$ cat src/rtl/ots_pkg.sv
// Shared constants for the over-travel stop sequencer: register map, field
// positions, reset values, modes and state codes.
// Assumes a 32-bit AHB-Lite register bus with word-aligned registers.
package ots_pkg;

  // Register byte offsets
  localparam logic [7:0] ADDR_CTRL   = 8'h00;
  localparam logic [7:0] ADDR_RELOAD = 8'h04;
  localparam logic [7:0] ADDR_TRQLIM = 8'h08;
  localparam logic [7:0] ADDR_DEVLIM = 8'h0c;
  localparam logic [7:0] ADDR_STATUS = 8'h10;
  localparam logic [7:0] ADDR_ISTAT  = 8'h14;
  localparam logic [7:0] ADDR_ICLR   = 8'h18;
  localparam logic [7:0] ADDR_IEN    = 8'h1c;

  // Field positions
  localparam int CTRL_SETUP_LSB = 0;
  localparam int CTRL_SEQ_LSB   = 2;
  localparam int RELOAD_BIT     = 0;
  localparam int ST_STATE_LSB   = 0;
  localparam int ST_DIR_POS     = 3;
  localparam int ST_DIR_NEG     = 4;
  localparam int ST_SEQ_LSB     = 5;
  localparam int ST_EXCESS      = 7;
  localparam int ST_INHERR      = 8;
  localparam int ST_PEND        = 9;

  // Over-travel inhibit setup values
  localparam logic [1:0] SETUP_DIR = 2'h0;
  localparam logic [1:0] SETUP_OFF = 2'h1;
  localparam logic [1:0] SETUP_ERR = 2'h2;
  localparam logic [1:0] SETUP_RST = SETUP_OFF;

  // Over-travel stop sequence values
  localparam logic [1:0] SEQ_BRAKE   = 2'h0;
  localparam logic [1:0] SEQ_FREE    = 2'h1;
  localparam logic [1:0] SEQ_IMM     = 2'h2;
  localparam logic [1:0] SEQ_ILLEGAL = 2'h3;
  localparam logic [1:0] SEQ_RST     = SEQ_BRAKE;

  // Kind of zero command held after an immediate stop
  localparam logic [1:0] ZK_POS    = 2'h0;
  localparam logic [1:0] ZK_SPD    = 2'h1;
  localparam logic [1:0] ZK_SPDLIM = 2'h2;

  // Interrupt event bits
  localparam int EV_START  = 0;
  localparam int EV_STOP   = 1;
  localparam int EV_EXCESS = 2;
  localparam int EV_INHERR = 3;
  localparam int EV_W      = 4;

  // Speed below which deceleration counts as finished, r/min
  localparam int STOP_SPEED_RPM = 30;

  typedef enum logic [2:0] {
    OTS_IDLE    = 3'b000,
    OTS_DECEL   = 3'b001,
    OTS_STOPPED = 3'b010,
    OTS_ALARM   = 3'b011
  } ots_state_t;

  typedef enum logic [1:0] {
    MODE_POS  = 2'b00,
    MODE_VEL  = 2'b01,
    MODE_TRQ  = 2'b10,
    MODE_FULL = 2'b11
  } ots_mode_t;

endpackage

$ cat src/rtl/ots_seq_if.sv
// Link between the register side and the stop state machine.
// Both ends run on the same clock; no crossing is involved.
`timescale 1ns/10ps
`default_nettype none
interface ots_seq_if;
  logic [1:0]          setup;
  logic [1:0]          seq_act;
  ots_pkg::ots_state_t state;
  logic                dir_pos;
  logic                dir_neg;
  logic                dev_clr;
  logic                inh_err;

  // Register side drives configuration, reads sequencer state
  modport regs (output setup, seq_act,
                input  state, dir_pos, dir_neg, dev_clr, inh_err);
  // Sequencer side
  modport seq  (input  setup, seq_act,
                output state, dir_pos, dir_neg, dev_clr, inh_err);
endinterface
`default_nettype wire

$ cat src/rtl/ots_stop_seq.sv
// Stop state machine: deceleration, hold after stop and alarm takeover.
// Assumes inhibit, error and speed inputs synchronous to mclk_i.
`timescale 1ns/10ps
`default_nettype none
module ots_stop_seq #(
  parameter int SPD_W = 16
) (
  // Clock and reset
  input  wire logic             mclk_i,
  input  wire logic             rst_i,
  // Drive inputs
  input  wire logic             positive_travel_inhibit_i,
  input  wire logic             negative_travel_inhibit_i,
  input  wire logic             other_error_i,
  input  wire logic [SPD_W-1:0] motor_speed_i,
  // Register side
  ots_seq_if.seq                sif
);

  typedef struct packed {
    ots_pkg::ots_state_t state;
    logic                dir_pos;
    logic                dir_neg;
    logic                dev_clr;
    logic                inh_err;
  } ots_seq_s_t;

  localparam ots_seq_s_t       S_RST    = '0;
  localparam logic [SPD_W-1:0] STOP_SPD = SPD_W'(ots_pkg::STOP_SPEED_RPM);

  ots_seq_s_t q;
  ots_seq_s_t d;
  logic       inh_any;
  logic       clr_mode;

  assign inh_any  = positive_travel_inhibit_i | negative_travel_inhibit_i;
  assign clr_mode = (sif.seq_act == ots_pkg::SEQ_IMM);

  // Next state; alarms override everything else
  always_comb begin
    d         = q;
    d.dev_clr = 1'b0;
    d.inh_err = (sif.setup == ots_pkg::SETUP_ERR) && inh_any;
    if (other_error_i || d.inh_err) begin
      d.state = ots_pkg::OTS_ALARM;
    end else begin
      unique case (q.state)
        ots_pkg::OTS_IDLE: begin
          if ((sif.setup == ots_pkg::SETUP_DIR) && inh_any) begin
            d.state   = ots_pkg::OTS_DECEL;
            d.dir_pos = positive_travel_inhibit_i;
            d.dir_neg = negative_travel_inhibit_i;
            d.dev_clr = clr_mode; // First clear at start
          end
        end
        ots_pkg::OTS_DECEL: begin
          d.dir_pos = q.dir_pos | positive_travel_inhibit_i;
          d.dir_neg = q.dir_neg | negative_travel_inhibit_i;
          if (!inh_any || (sif.setup != ots_pkg::SETUP_DIR)) begin
            d.state = ots_pkg::OTS_IDLE;
          end else if (motor_speed_i < STOP_SPD) begin
            d.state   = ots_pkg::OTS_STOPPED;
            d.dev_clr = clr_mode; // Second clear at completion
          end
        end
        ots_pkg::OTS_STOPPED: begin
          // Speed is ignored here on purpose: a bump does not restart decel
          if (!inh_any || (sif.setup != ots_pkg::SETUP_DIR)) begin
            d.state = ots_pkg::OTS_IDLE;
          end
        end
        ots_pkg::OTS_ALARM: begin
          d.state = ots_pkg::OTS_IDLE;
        end
        default: begin
          d.state = ots_pkg::OTS_IDLE;
        end
      endcase
      if (d.state == ots_pkg::OTS_IDLE) begin
        d.dir_pos = 1'b0;
        d.dir_neg = 1'b0;
      end
    end
  end

  // State register
  always_ff @(posedge mclk_i or posedge rst_i) begin
    if (rst_i) begin
      q <= S_RST;
    end else begin
      q <= d;
    end
  end

  assign sif.state   = q.state;
  assign sif.dir_pos = q.dir_pos;
  assign sif.dir_neg = q.dir_neg;
  assign sif.dev_clr = q.dev_clr;
  assign sif.inh_err = q.inh_err;

  a_stop_entry: assert property (@(posedge mclk_i) disable iff (rst_i)
    q.state == ots_pkg::OTS_IDLE && sif.setup == ots_pkg::SETUP_DIR && positive_travel_inhibit_i
    && !other_error_i |=> q.state == ots_pkg::OTS_DECEL && q.dir_pos)
    else $error("inhibit did not start deceleration");

  a_decel_end: assert property (@(posedge mclk_i) disable iff (rst_i)
    q.state == ots_pkg::OTS_DECEL && motor_speed_i < STOP_SPD && inh_any && !other_error_i
    && sif.setup == ots_pkg::SETUP_DIR |=> q.state == ots_pkg::OTS_STOPPED)
    else $error("slow motor did not reach stopped state");

  a_stop_hold: assert property (@(posedge mclk_i) disable iff (rst_i)
    q.state == ots_pkg::OTS_STOPPED && inh_any && !other_error_i
    && sif.setup == ots_pkg::SETUP_DIR |=> q.state == ots_pkg::OTS_STOPPED)
    else $error("stopped state left while inhibit held");

  a_alarm_prio: assert property (@(posedge mclk_i) disable iff (rst_i)
    other_error_i |=> q.state == ots_pkg::OTS_ALARM)
    else $error("error did not force alarm sequence");

  a_inhibit_err: assert property (@(posedge mclk_i) disable iff (rst_i)
    sif.setup == ots_pkg::SETUP_ERR && inh_any |=> q.inh_err && q.state == ots_pkg::OTS_ALARM)
    else $error("inhibit in error setup did not raise protection error");

  a_clear_twice: assert property (@(posedge mclk_i) disable iff (rst_i)
    q.dev_clr |-> $past(sif.seq_act) == ots_pkg::SEQ_IMM
    && (q.state == ots_pkg::OTS_DECEL || q.state == ots_pkg::OTS_STOPPED))
    else $error("deviation clear outside immediate-stop start or end");

endmodule
`default_nettype wire

$ cat src/rtl/ots_over_travel_stop.sv
// Over-travel stop sequencer top: AHB-Lite registers, interrupt logic and
// registered drive outputs around the stop state machine.
// Assumes one AHB-Lite master, single word transfers, inputs synchronous.
//
// Notes on behaviour
// - Stop sequence field takes 0, 1 or 2 only; resets to 0.
// - Stop sequence acts only while inhibit setup is 0.
// - 0 brakes, 1 frees torque, 2 stops hard and holds zero command.
// - Sequence 2 clears deviations at deceleration start and at completion.
// - Held zero is position, speed or speed limit by control mode.
// - Commands into the inhibit let deviation grow until excess error.
// - Inhibit setup 2: any inhibit raises protection error and alarm stop.
// - Any other error hands the stop to the alarm sequence.
// - Immediate stop keeps control on with the configured torque limit.
// - Deceleration lasts until speed falls below 30 r/min.
// - Once stopped, the hold stays even if speed rises again.
// - Positive inhibit blocks positive travel, negative blocks negative.
`timescale 1ns/10ps
`default_nettype none
module ots_over_travel_stop #(
  parameter int                 SPD_W       = 16,
  parameter int                 DEV_W       = 32,
  parameter int                 TRQ_W       = 16,
  parameter logic [DEV_W-1:0]   DEV_LIM_RST = '1
) (
  // Clock and reset
  input  wire logic             mclk_i,
  input  wire logic             rst_i,
  // AHB-Lite slave
  input  wire logic             hsel_i,
  input  wire logic [31:0]      haddr_i,
  input  wire logic [1:0]       htrans_i,
  input  wire logic             hwrite_i,
  input  wire logic [2:0]       hsize_i,
  input  wire logic [31:0]      hwdata_i,
  input  wire logic             hready_i,
  output logic      [31:0]      hrdata_o,
  output logic                  hreadyout_o,
  output logic                  hresp_o,
  // Drive inputs
  input  wire logic             positive_travel_inhibit_i,
  input  wire logic             negative_travel_inhibit_i,
  input  wire logic             other_error_i,
  input  wire logic [1:0]       control_mode_i,
  input  wire logic [SPD_W-1:0] motor_speed_i,
  input  wire logic [DEV_W-1:0] deviation_i,
  // Drive outputs
  output logic                  short_circuit_brake_o,
  output logic                  torque_zero_pos_o,
  output logic                  torque_zero_neg_o,
  output logic                  zero_cmd_pos_o,
  output logic                  zero_cmd_neg_o,
  output logic      [1:0]       zero_cmd_kind_o,
  output logic                  immediate_stop_o,
  output logic      [TRQ_W-1:0] immediate_stop_torque_limit_o,
  output logic                  deviation_clear_o,
  output logic                  alarm_stop_sequence_o,
  output logic                  excess_deviation_error_o,
  output logic                  travel_inhibit_protection_error_o,
  output logic                  irq_o
);

  typedef struct packed {
    logic [1:0]              setup;
    logic [1:0]              seq_sh;
    logic [1:0]              seq_act;
    logic                    pend;
    logic [TRQ_W-1:0]        trq_lim;
    logic [DEV_W-1:0]        dev_lim;
    logic [ots_pkg::EV_W-1:0] int_stat;
    logic [ots_pkg::EV_W-1:0] int_en;
    logic                    dp_wr;
    logic                    rd_wait;
    logic [7:0]              dp_addr;
    logic                    hready;
    logic [31:0]             hrdata;
    ots_pkg::ots_state_t     prev_st;
    logic                    brake;
    logic                    tz_pos;
    logic                    tz_neg;
    logic                    zc_pos;
    logic                    zc_neg;
    logic [1:0]              zkind;
    logic                    imm;
    logic                    dclr;
    logic                    alarm;
    logic                    exc;
    logic                    inh;
    logic                    irq;
  } ots_top_s_t;

  ots_top_s_t q;
  ots_top_s_t d;
  ots_seq_if  sif ();

  // Word decode, shared by the read and write paths
  function automatic logic hit(input logic [7:0] addr, input logic [7:0] off);
    hit = (addr == off);
  endfunction

  // Zero-command kind from the active control mode
  function automatic logic [1:0] zero_kind(input logic [1:0] mode);
    unique case (ots_pkg::ots_mode_t'(mode))
      ots_pkg::MODE_VEL: zero_kind = ots_pkg::ZK_SPD;
      ots_pkg::MODE_TRQ: zero_kind = ots_pkg::ZK_SPDLIM;
      ots_pkg::MODE_POS,
      ots_pkg::MODE_FULL: zero_kind = ots_pkg::ZK_POS;
    endcase
  endfunction

  ots_stop_seq #(
    .SPD_W (SPD_W)
  ) u_seq (
    .mclk_i                    (mclk_i),
    .rst_i                     (rst_i),
    .positive_travel_inhibit_i (positive_travel_inhibit_i),
    .negative_travel_inhibit_i (negative_travel_inhibit_i),
    .other_error_i             (other_error_i),
    .motor_speed_i             (motor_speed_i),
    .sif                       (sif)
  );

  assign sif.setup   = q.setup;
  assign sif.seq_act = q.seq_act;

  logic                     accept;
  logic                     wr_now;
  logic [1:0]               wr_seq;
  logic [ots_pkg::EV_W-1:0] ev;
  logic [ots_pkg::EV_W-1:0] clr;
  logic                     decel;
  logic                     stopped;

  assign accept  = hsel_i & htrans_i[1] & hready_i;
  assign wr_now  = q.dp_wr;
  assign wr_seq  = hwdata_i[ots_pkg::CTRL_SEQ_LSB +: 2];
  assign decel   = (sif.state == ots_pkg::OTS_DECEL);
  assign stopped = (sif.state == ots_pkg::OTS_STOPPED);

  // Bus, registers, interrupts and output decode in one next-state block
  always_comb begin
    d       = q;
    ev      = '0;
    clr     = '0;
    d.dp_wr = 1'b0;
    // Address phase: writes take no wait; reads take one so the data
    // seen reflect any write finishing in the same cycle
    if (accept) begin
      d.dp_addr = haddr_i[7:0];
      d.dp_wr   = hwrite_i;
      if (!hwrite_i) begin
        d.rd_wait = 1'b1;
        d.hready  = 1'b0;
      end
    end
    if (q.rd_wait) begin
      d.rd_wait = 1'b0;
      d.hready  = 1'b1;
      d.hrdata  = '0;
      if (hit(q.dp_addr, ots_pkg::ADDR_CTRL)) begin
        d.hrdata[ots_pkg::CTRL_SETUP_LSB +: 2] = q.setup;
        d.hrdata[ots_pkg::CTRL_SEQ_LSB +: 2]   = q.seq_sh;
      end
      if (hit(q.dp_addr, ots_pkg::ADDR_RELOAD)) begin
        d.hrdata[ots_pkg::RELOAD_BIT] = q.pend;
      end
      if (hit(q.dp_addr, ots_pkg::ADDR_TRQLIM)) begin
        d.hrdata[TRQ_W-1:0] = q.trq_lim;
      end
      if (hit(q.dp_addr, ots_pkg::ADDR_DEVLIM)) begin
        d.hrdata[DEV_W-1:0] = q.dev_lim;
      end
      if (hit(q.dp_addr, ots_pkg::ADDR_STATUS)) begin
        d.hrdata[ots_pkg::ST_STATE_LSB +: 3] = sif.state;
        d.hrdata[ots_pkg::ST_DIR_POS]        = sif.dir_pos;
        d.hrdata[ots_pkg::ST_DIR_NEG]        = sif.dir_neg;
        d.hrdata[ots_pkg::ST_SEQ_LSB +: 2]   = q.seq_act;
        d.hrdata[ots_pkg::ST_EXCESS]         = q.exc;
        d.hrdata[ots_pkg::ST_INHERR]         = q.inh;
        d.hrdata[ots_pkg::ST_PEND]           = q.pend;
      end
      if (hit(q.dp_addr, ots_pkg::ADDR_ISTAT)) begin
        d.hrdata[ots_pkg::EV_W-1:0] = q.int_stat;
      end
      if (hit(q.dp_addr, ots_pkg::ADDR_IEN)) begin
        d.hrdata[ots_pkg::EV_W-1:0] = q.int_en;
      end
    end

    // Reload: the shadow sequence goes live only while no stop runs
    if (q.pend && (sif.state == ots_pkg::OTS_IDLE)) begin
      d.seq_act = q.seq_sh;
      d.pend    = 1'b0;
    end

    // Data phase of a write; unmapped offsets are ignored
    if (wr_now) begin
      if (hit(q.dp_addr, ots_pkg::ADDR_CTRL)) begin
        d.setup = hwdata_i[ots_pkg::CTRL_SETUP_LSB +: 2];
        if (wr_seq != ots_pkg::SEQ_ILLEGAL) begin
          d.seq_sh = wr_seq;
        end
      end
      if (hit(q.dp_addr, ots_pkg::ADDR_RELOAD) && hwdata_i[ots_pkg::RELOAD_BIT]) begin
        d.pend = 1'b1;
      end
      if (hit(q.dp_addr, ots_pkg::ADDR_TRQLIM)) begin
        d.trq_lim = hwdata_i[TRQ_W-1:0];
      end
      if (hit(q.dp_addr, ots_pkg::ADDR_DEVLIM)) begin
        d.dev_lim = hwdata_i[DEV_W-1:0];
      end
      if (hit(q.dp_addr, ots_pkg::ADDR_ICLR)) begin
        clr = hwdata_i[ots_pkg::EV_W-1:0];
      end
      if (hit(q.dp_addr, ots_pkg::ADDR_IEN)) begin
        d.int_en = hwdata_i[ots_pkg::EV_W-1:0];
      end
    end

    // Drive outputs, registered so every pin comes from a flip-flop
    d.brake  = decel && (q.seq_act == ots_pkg::SEQ_BRAKE);
    d.tz_pos = (decel && (q.seq_act == ots_pkg::SEQ_FREE))
               || (stopped && (q.seq_act != ots_pkg::SEQ_IMM) && sif.dir_pos);
    d.tz_neg = (decel && (q.seq_act == ots_pkg::SEQ_FREE))
               || (stopped && (q.seq_act != ots_pkg::SEQ_IMM) && sif.dir_neg);
    d.imm    = decel && (q.seq_act == ots_pkg::SEQ_IMM);
    d.zc_pos = stopped && (q.seq_act == ots_pkg::SEQ_IMM) && sif.dir_pos;
    d.zc_neg = stopped && (q.seq_act == ots_pkg::SEQ_IMM) && sif.dir_neg;
    d.zkind  = zero_kind(control_mode_i);
    d.dclr   = sif.dev_clr;
    d.alarm  = (sif.state == ots_pkg::OTS_ALARM);
    // Deviation is not limited here; the error is the only guard
    d.exc    = (deviation_i > q.dev_lim);
    d.inh    = sif.inh_err;

    // Sticky events; a new event beats a clear in the same cycle
    ev[ots_pkg::EV_START]  = decel && (q.prev_st != ots_pkg::OTS_DECEL);
    ev[ots_pkg::EV_STOP]   = stopped && (q.prev_st != ots_pkg::OTS_STOPPED);
    ev[ots_pkg::EV_EXCESS] = d.exc && !q.exc;
    ev[ots_pkg::EV_INHERR] = d.inh && !q.inh;
    d.prev_st  = sif.state;
    d.int_stat = (q.int_stat & ~clr) | ev;
    d.irq      = |(d.int_stat & d.int_en);
  end

  // Single state register
  always_ff @(posedge mclk_i or posedge rst_i) begin
    if (rst_i) begin
      q <= '{setup: ots_pkg::SETUP_RST, seq_sh: ots_pkg::SEQ_RST,
             seq_act: ots_pkg::SEQ_RST, dev_lim: DEV_LIM_RST, hready: 1'b1,
             prev_st: ots_pkg::OTS_IDLE, default: '0};
    end else begin
      q <= d;
    end
  end

  assign hrdata_o                          = q.hrdata;
  assign hreadyout_o                       = q.hready;
  assign hresp_o                           = 1'b0;
  assign short_circuit_brake_o             = q.brake;
  assign torque_zero_pos_o                 = q.tz_pos;
  assign torque_zero_neg_o                 = q.tz_neg;
  assign zero_cmd_pos_o                    = q.zc_pos;
  assign zero_cmd_neg_o                    = q.zc_neg;
  assign zero_cmd_kind_o                   = q.zkind;
  assign immediate_stop_o                  = q.imm;
  assign immediate_stop_torque_limit_o     = q.trq_lim;
  assign deviation_clear_o                 = q.dclr;
  assign alarm_stop_sequence_o             = q.alarm;
  assign excess_deviation_error_o          = q.exc;
  assign travel_inhibit_protection_error_o = q.inh;
  assign irq_o                             = q.irq;

  a_seq_legal: assert property (@(posedge mclk_i) disable iff (rst_i)
    q.seq_sh != ots_pkg::SEQ_ILLEGAL && q.seq_act != ots_pkg::SEQ_ILLEGAL)
    else $error("stop sequence holds an illegal value");

  a_reload_idle: assert property (@(posedge mclk_i) disable iff (rst_i)
    $changed(q.seq_act) |-> $past(sif.state) == ots_pkg::OTS_IDLE && !q.pend)
    else $error("stop sequence changed during a stop");

  a_brake_decel: assert property (@(posedge mclk_i) disable iff (rst_i)
    decel && q.seq_act == ots_pkg::SEQ_BRAKE |=> short_circuit_brake_o && !immediate_stop_o)
    else $error("sequence 0 deceleration without brake");

  a_imm_torque: assert property (@(posedge mclk_i) disable iff (rst_i)
    immediate_stop_o |-> $past(decel) && $past(q.seq_act) == ots_pkg::SEQ_IMM
    && !torque_zero_pos_o && !short_circuit_brake_o)
    else $error("immediate stop outside sequence 2 deceleration");

  a_zero_kind: assert property (@(posedge mclk_i) disable iff (rst_i)
    zero_cmd_pos_o && $past(control_mode_i) == ots_pkg::MODE_TRQ
    |-> zero_cmd_kind_o == ots_pkg::ZK_SPDLIM)
    else $error("torque mode zero command is not a speed limit");

  a_excess_err: assert property (@(posedge mclk_i) disable iff (rst_i)
    deviation_i > q.dev_lim ##1 deviation_i > q.dev_lim |-> excess_deviation_error_o)
    else $error("excess deviation not flagged");

  a_irq_level: assert property (@(posedge mclk_i) disable iff (rst_i)
    irq_o == |(q.int_stat & q.int_en))
    else $error("interrupt output does not follow enabled status");

  a_event_sticky: assert property (@(posedge mclk_i) disable iff (rst_i)
    ev != '0 |=> (q.int_stat & $past(ev)) == $past(ev))
    else $error("interrupt event not latched in status");

  a_read_wait: assert property (@(posedge mclk_i) disable iff (rst_i)
    accept && !hwrite_i |=> !hreadyout_o ##1 hreadyout_o)
    else $error("read did not take exactly one wait state");

endmodule
`default_nettype wire

$ cat config.mk
export PLATFORM = sky130hd
export DESIGN_NAME = ots_over_travel_stop
export DESIGN_NICKNAME = d
export VERILOG_FILES = /design/src/rtl/ots_pkg.sv /design/src/rtl/ots_seq_if.sv /design/src/rtl/ots_stop_seq.sv /design/src/rtl/ots_over_travel_stop.sv
export SDC_FILE = /design/constraint.sdc
export NUM_CORES = 1
export LEC_CHECK = 0
export BUFFER_PORTS_ARGS = -buffer_cell sky130_fd_sc_hd__buf_2
export CORE_ASPECT_RATIO = 0.75
export CORE_MARGIN = 10
export CORE_UTILIZATION = 47
export DETAILED_ROUTE_END_ITERATION = 8
export GPL_ROUTABILITY_DRIVEN = 0
export PLACE_DENSITY = 0.82
export SYNTH_ARGS = -nofsm -noshare
export SYNTH_HDL_FRONTEND = slang
export SYNTH_SLANG_ARGS = --single-unit
$ cat constraint.sdc
create_clock -name mclk_i -period 4.1 [get_ports mclk_i]
set_input_delay 0.205 -clock mclk_i [delete_from_list [all_inputs] [get_ports mclk_i]]
set_output_delay 0.205 -clock mclk_i [all_outputs]
set_load 0.03 [all_outputs]
==> results of run 1 <==
==> stage by stage <==
| stage | area (um2) | setup slack, ps | std cells |
|---|---|---|---|
| 6_report | 7760 | 1480 | 896 |
| 4_1_cts | 7760 | 1490 | 896 |
| 5_1_grt | 7760 | 1330 | 896 |
| 3_5_place_dp | 7140 | 1560 | 861 |
| 3_3_place_gp | 7140 | 1590 | 861 |
| 2_1_floorplan | 6570 | 510 | 596 |
==> report_power, final <==
part / internal, uW / switching, uW / total, uW / leakage [uW]
clock: 973 / 546 / 1520 / 0.000281
sequential: 1390 / 105 / 1490 / 0.00153
combinational: 196 / 296 / 493 / 0.00189
total: 2550 / 947 / 3500 / 0.00371
==> cell families (layout without fill, tap and decap cells) <==
family | Yosys count | in the layout | synth area share [%]
muxes | 71 | 71 | 12.3
AOI/OAI and AO/OA | 107 | 107 | 10.5
buffers and inverters | 129 | 254 | 10.7
and+or+nand+nor | 126 | 126 | 10.6
other | 1 | 2 | 0.0571
adders and majority gates | 32 | 32 | 6.10
DFF | 129 | 129 | 49.8
==> per-layer routing <==
layer	routed length, um	GRT usage [%]
met3	1310	4.86
met1	7610	22.6
met4	263	6.59
met5	0	0
met2	7490	27.0
==> cells in the final DEF (no fill, tap or decap), types with 4 or more instances in the layout <==
cell type  netlist  routed
nor4_1           5       5
and2_1           4       4
o21bai_1         4       4
mux2_2          66      66
nor2_1          32      32
ha_1            32      32
dfrtp_1         95      94
buf_2            8     159
o21ai_0         25      25
inv_1           56      55
clkbuf_1         9       5
nand2_1         16      16
a31oi_1          7       7
a21o_1           4       4
nand4_1         13      13
nand3_1         26      26
a222oi_1         7       7
nor3_1           4       4
a22oi_1          9       9
nor2b_1          4       4
clkbuf_16        0      17
dfstp_2         34      34
a21oi_1         32      32
==> layout make-up <==
| class | count | area share, % |
|---|---|---|
| timing repair buffer | 166 | 11.2 |
| multi-input combinational | 338 | 33.5 |
| clock buffer | 23 | 5.90 |
| inverter | 56 | 2.74 |
| tap | 175 | 2.82 |
| clock inverter | 9 | 1.71 |
| sequential | 129 | 42.2 |
==> synthesized netlist by cell type, drive strengths merged (3+ instances only) <==
library cell / number / share of area (%)
a31oi: 7 / 0.67
nor4: 5 / 0.48
and3: 3 / 0.29
a22oi: 9 / 1.0
mux2: 67 / 11
a21o: 4 / 0.46
buf: 64 / 7.0
nor3b: 3 / 0.42
ha: 32 / 6.1
nor4b: 4 / 0.76
o221ai: 3 / 0.40
inv: 56 / 3.2
o21ai: 25 / 1.9
dfrtp: 95 / 36
dfstp: 34 / 14
o21bai: 4 / 0.46
and2: 4 / 0.38
a222oi: 7 / 1.1
nor2: 32 / 1.8
mux2i: 3 / 0.46
nand3: 26 / 2.0
nor3: 5 / 0.46
nor2b: 4 / 0.38
nand2: 17 / 1.0
a21oi: 32 / 2.4
clkbuf: 9 / 0.51
nand4: 14 / 1.6
o21a: 3 / 0.34
==> state kept, by name, summed over array words and instances (netlist names), 2 cells and up <==
register	count
hrdata_o	32
immediate_stop_torque_limit_o	16
q	55
sif.seq_act	2
sif.setup	2
u_seq.sif.state	3
zero_cmd_kind_o	2
==> critical path: stages (launching register included) <==
cell     delay [ps]
dfrtp_1         420
nor4_1          550
and2_1          240
and3_1          200
nand2_1         400
buf_4           400
mux2_2          310
==> worst paths after layout <==
path | startpoint | end | cells after the start
min in group asynchronous | rst_i | zero_cmd_neg_o | 3
worst max register to register | q[56] | q[97] | 6
worst min-delay path | haddr_i[0] | q[49] | 2
worst min register to register | u_seq.sif.dev_clr | deviation_clear_o | 0
worst max-delay path | q[56] | q[97] | 6
max in group asynchronous | rst_i | q[83] | 4
==> flow_metrics.env, run 1 <==
export IMPL_hold_buffers=3
export IMPL_synth_edf_count=0
export IMPL_period_share_pct=63.9
export IMPL_grtUsageTotal_pct=17.3
export IMPL_p_total_uw=3500
export IMPL_numPortBuffers=159
export IMPL_clock_skew_ps=13.9
export IMPL_post_route_util_pct=56.6
export IMPL_antenna_found_initial=0
export IMPL_crit_required_ps=4430
export IMPL_leakagePower_uw=0.00371
export IMPL_multi_input_area_um2=2600
export IMPL_synth_distinct_cells=54
export IMPL_clk_pin_slew_ps=60
export IMPL_critPathMaxFanout=20
export IMPL_tns_ps=0
export IMPL_min_path_type="in -> reg"
export IMPL_nFillCells=1194
export IMPL_initial_core_util_pct=47.9
export IMPL_fmax_mhz=382
export IMPL_io_pins=190
export IMPL_cts_buffers=17
export IMPL_ant_nets=0
export IMPL_critPathCaptureType="register"
export IMPL_wire_per_inst_um=18.6
export IMPL_yosysWarnings=0
export IMPL_nets=867
export IMPL_syn_area_per_cell_um2=11.0
export IMPL_async_reset_ff_share_pct=100
export IMPL_rows=37
export IMPL_grt_max_degree=66
export IMPL_ys_seq_area_share_pct=49.8
export IMPL_core_area_um2=13700
export IMPL_die_area_um2=19100
export IMPL_first_pass_iters=5
export IMPL_period_minus_slack_ps=2620
export IMPL_diodes=0
export IMPL_grt_pass1_vias=5090
export IMPL_dieWidth_um=156
export IMPL_crit_type="reg -> reg"
export IMPL_setup_violations=0
export IMPL_dp_hpwl_mm=12.2
export IMPL_tightest_slew_ps=1110
export IMPL_reg2reg_setup_slack_ps=1480
export IMPL_status="complete, no violations"
export IMPL_maxCapViolations=0
export IMPL_hold_viol_final=0
export IMPL_postRouteWirelength_mm=16.7
export IMPL_drt_iter0_drc=313
export IMPL_cts_resized=0
export IMPL_vias_per_cell=5.32
export IMPL_relSlewSlack_pct=26.2
export IMPL_ys_ff_latch=129
export IMPL_timing_hold_ws_ps=24.7
export IMPL_syn_area_um2=6570
export IMPL_drc=0
export IMPL_start_kind="register"
export IMPL_htree_levels=4
export IMPL_clock_latency_ps=410
export IMPL_regArea_um2=3270
export IMPL_cellPowerDensity_nw_per_um2=451
export IMPL_cts_sinks=129
export IMPL_grt_overflow_total=0
export IMPL_post_cts_setup_buffer_count=0
export IMPL_peakVddDrop_uv=272
export IMPL_cts_buffer_depth=2
export IMPL_cts_tree="yes"
export IMPL_chipHeight_um=122
export IMPL_grt_pass1_wl_mm=26.2
export IMPL_vias=4767
export IMPL_cp_arrival_ps=2950
export IMPL_synth_ff_type="dfrtp_1"
export IMPL_drive_gt1_share_pct=41.6
export IMPL_syn_to_final_growth_pct=18.2
export IMPL_synthCells=595
export IMPL_rsz0062_at_grt="false"
export IMPL_slew_violations=0
export IMPL_cts_root_buffer="clkbuf_16"
No activity file was read; power rests on OpenSTA's default activity.
==> inputs of run 2 (changes only) <==
- PLACE_DENSITY: 0.82 -> 0.85
- clock period: 4.1 -> 2.25 ns (I/O delays scaled with it)
==> run 2 against run 1 <==
  * Sequential power up 80%
  * Combinational power up 110%
  * Clock-buffer cell count down 4
  * Global-route usage up 1.6 points
  * Power up 85%
  * Critical path depth unchanged
  * First-iteration DRC count up 30%
  * Critical path type unchanged
  * Critical endpoint is now irq_o
==> flow_metrics.env, run 2 (synthesis gave the netlist of run 1 again) <==
export IMPL_drive_gt1_share_pct=41.5
export IMPL_slew_violations=0
export IMPL_fin_ws_ps=77.0
export IMPL_dieWidth_um=156
export IMPL_vias=5076
export IMPL_antenna_found_initial=1
export IMPL_r2r_cells=6
export IMPL_fmax_mhz=460
export IMPL_first_pass_iters=5
export IMPL_grt_overflow_total=0
export IMPL_clk_pin_slew_ps=60
export IMPL_grt_pass1_wl_mm=28.7
export IMPL_vias_per_cell=5.35
export IMPL_largest_register="q"
export IMPL_grtUsageTotal_pct=18.9
export IMPL_cp_cell_sequence="nor4b_4 > and2_4 > nand4_4 > mux2_1 > a222oi_1 > nand3_1"
export IMPL_nets=920
export IMPL_largest_reg_flops=55
export IMPL_post_route_util_pct=60.8
export IMPL_peakVddDrop_uv=570
export IMPL_period_share_pct=96.6
export IMPL_grt_max_degree=130
export IMPL_chipHeight_um=122
export IMPL_grt_pass1_vias=5475
export IMPL_cts_tree="yes"
export IMPL_io_pins=190
export IMPL_leakagePower_uw=0.00397
export IMPL_most_common_layout_cells="159 x buf_2, 94 x dfrtp_1, 66 x mux2_2"
export IMPL_die_area_um2=19100
export IMPL_tightest_slew_ps=713
export IMPL_min_delay_start="motor_speed_i[11]"
export IMPL_cellPowerDensity_nw_per_um2=778
export IMPL_critPathCaptureType="register"
export IMPL_fin_area_um2=8330
export IMPL_worstReg2RegStart="q[50]"
export IMPL_cts_buffer_depth=2
export IMPL_rows=37
export IMPL_placed_cell_area_um2=7240
export IMPL_min_path_type="in -> reg"
export IMPL_crit_required_ps=2520
export IMPL_crit_type="reg -> reg"
export IMPL_place_ws_ps=35.5
export IMPL_drc=0
export IMPL_wire_per_inst_um=18.9
export IMPL_tns_ps=0
export IMPL_layout_commonest_cell="buf_2"
export IMPL_drt_iter0_drc=408
export IMPL_rsz0062_at_grt="true"
export IMPL_reg2reg_setup_slack_ps=80
export IMPL_diodes=0
export IMPL_cts_buffers=17
export IMPL_clock_latency_ps=410
export IMPL_ant_nets=0
export IMPL_htree_levels=4
export IMPL_setup_violations=0
export IMPL_hold_viol_final=0
export IMPL_dp_hpwl_mm=12.4
export IMPL_dp_cells=871
export IMPL_cts_root_buffer="clkbuf_16"
export IMPL_syn_to_final_growth_pct=26.9
export IMPL_min_path_cells=4
export IMPL_critPathMaxFanout=3
export IMPL_hold_end="u_seq.sif.dev_clr"
export IMPL_initial_core_util_pct=47.9
export IMPL_clock_skew_ps=9.20
export IMPL_core_area_um2=13700
export IMPL_relSlewSlack_pct=52.5
export IMPL_status="complete, no violations"
export IMPL_start_kind="register"
export IMPL_r2r_end="irq_o"
export IMPL_cp_slowest_cell="dfrtp_1"
export IMPL_nFillCells=1084
export IMPL_maxCapViolations=0
export IMPL_numPortBuffers=159
export IMPL_layout_cells_non_filler=949
export IMPL_cts_sinks=129
export IMPL_period_minus_slack_ps=2170
export IMPL_postRouteWirelength_mm=17.9
export IMPL_cp_arrival_ps=2450
export IMPL_cpPeakStageDelay_ps=430
-- run 2: changes by cell type in the layout (fill, tap and decap cells not counted), sizes merged --
cell / change
bufinv: -1
clkinv: -1
buf: +12
inv: +5
dlygate4sd3: +41
clkinvlp: +1
clkbuf: -4
-- run 2: layer usage --
layer | up-vias | routed length, um | global-route usage [%]
met1 | 2494 | 7670 | 23.1
li1 | 2385 | - | -
met3 | 25 | 1300 | 5.35
met2 | 170 | 8620 | 31.4
met4 | 2 | 295 | 7.12
met5 | - | 18 | 0
-- run 2: worst max-delay path by stage --
stage / startpoint / end / cells past startpoint
finish: q[50] / irq_o / 6
global route: q[50] / irq_o / 6
CTS: q[49] / irq_o / 6
detailed placement: q[56] / irq_o / 6
global placement: q[56] / irq_o / 6
floorplan: q[97] / irq_o / 8
-- run 2: repair_timing --
item | 4_1_cts | 5_1_grt
hold endpoints to repair | 152 | 0
buffers inserted | 0 | 2
resized for setup | 1 | 7
setup endpoints to repair | 1 | 49
hold buffers | 44 | 0
pin swaps | 0 | 8
-- run 2: final cells by class --
class | count | area (um2) | area share [%]
clock buffers | 19 | 443 | 5.32
inverters | 56 | 214 | 2.57
repair buffers | 219 | 1390 | 16.7
flip-flops and latches | 129 | 3270 | 39.3
clock inverters | 13 | 150 | 1.80
well taps | 175 | 219 | 2.63
multi-input cells | 338 | 2640 | 31.7
-- run 2: power breakdown --
part           internal (uW)  switching (uW)
Combinational            430             605
Clock                   1680            1080
Sequential              2530             157
-- run 2: metrics by stage --
| stage | hold WS (ps) | power (uW) |
|---|---|---|
| after floorplan | 178 | 3420 |
| after global placement | 273 | 3630 |
| after detailed placement | 279 | 3670 |
| after CTS | 23.5 | 6510 |
| after global routing | 40.1 | 6770 |
| final | 42.8 | 6480 |
-- run 2: critical path: cells and delay by family (launching register included) --
family | cells | cell delay (ps)
and+or+nand+nor | 4 | 850
DFF | 1 | 430
AOI/OAI and AO/OA | 1 | 390
muxes | 1 | 370
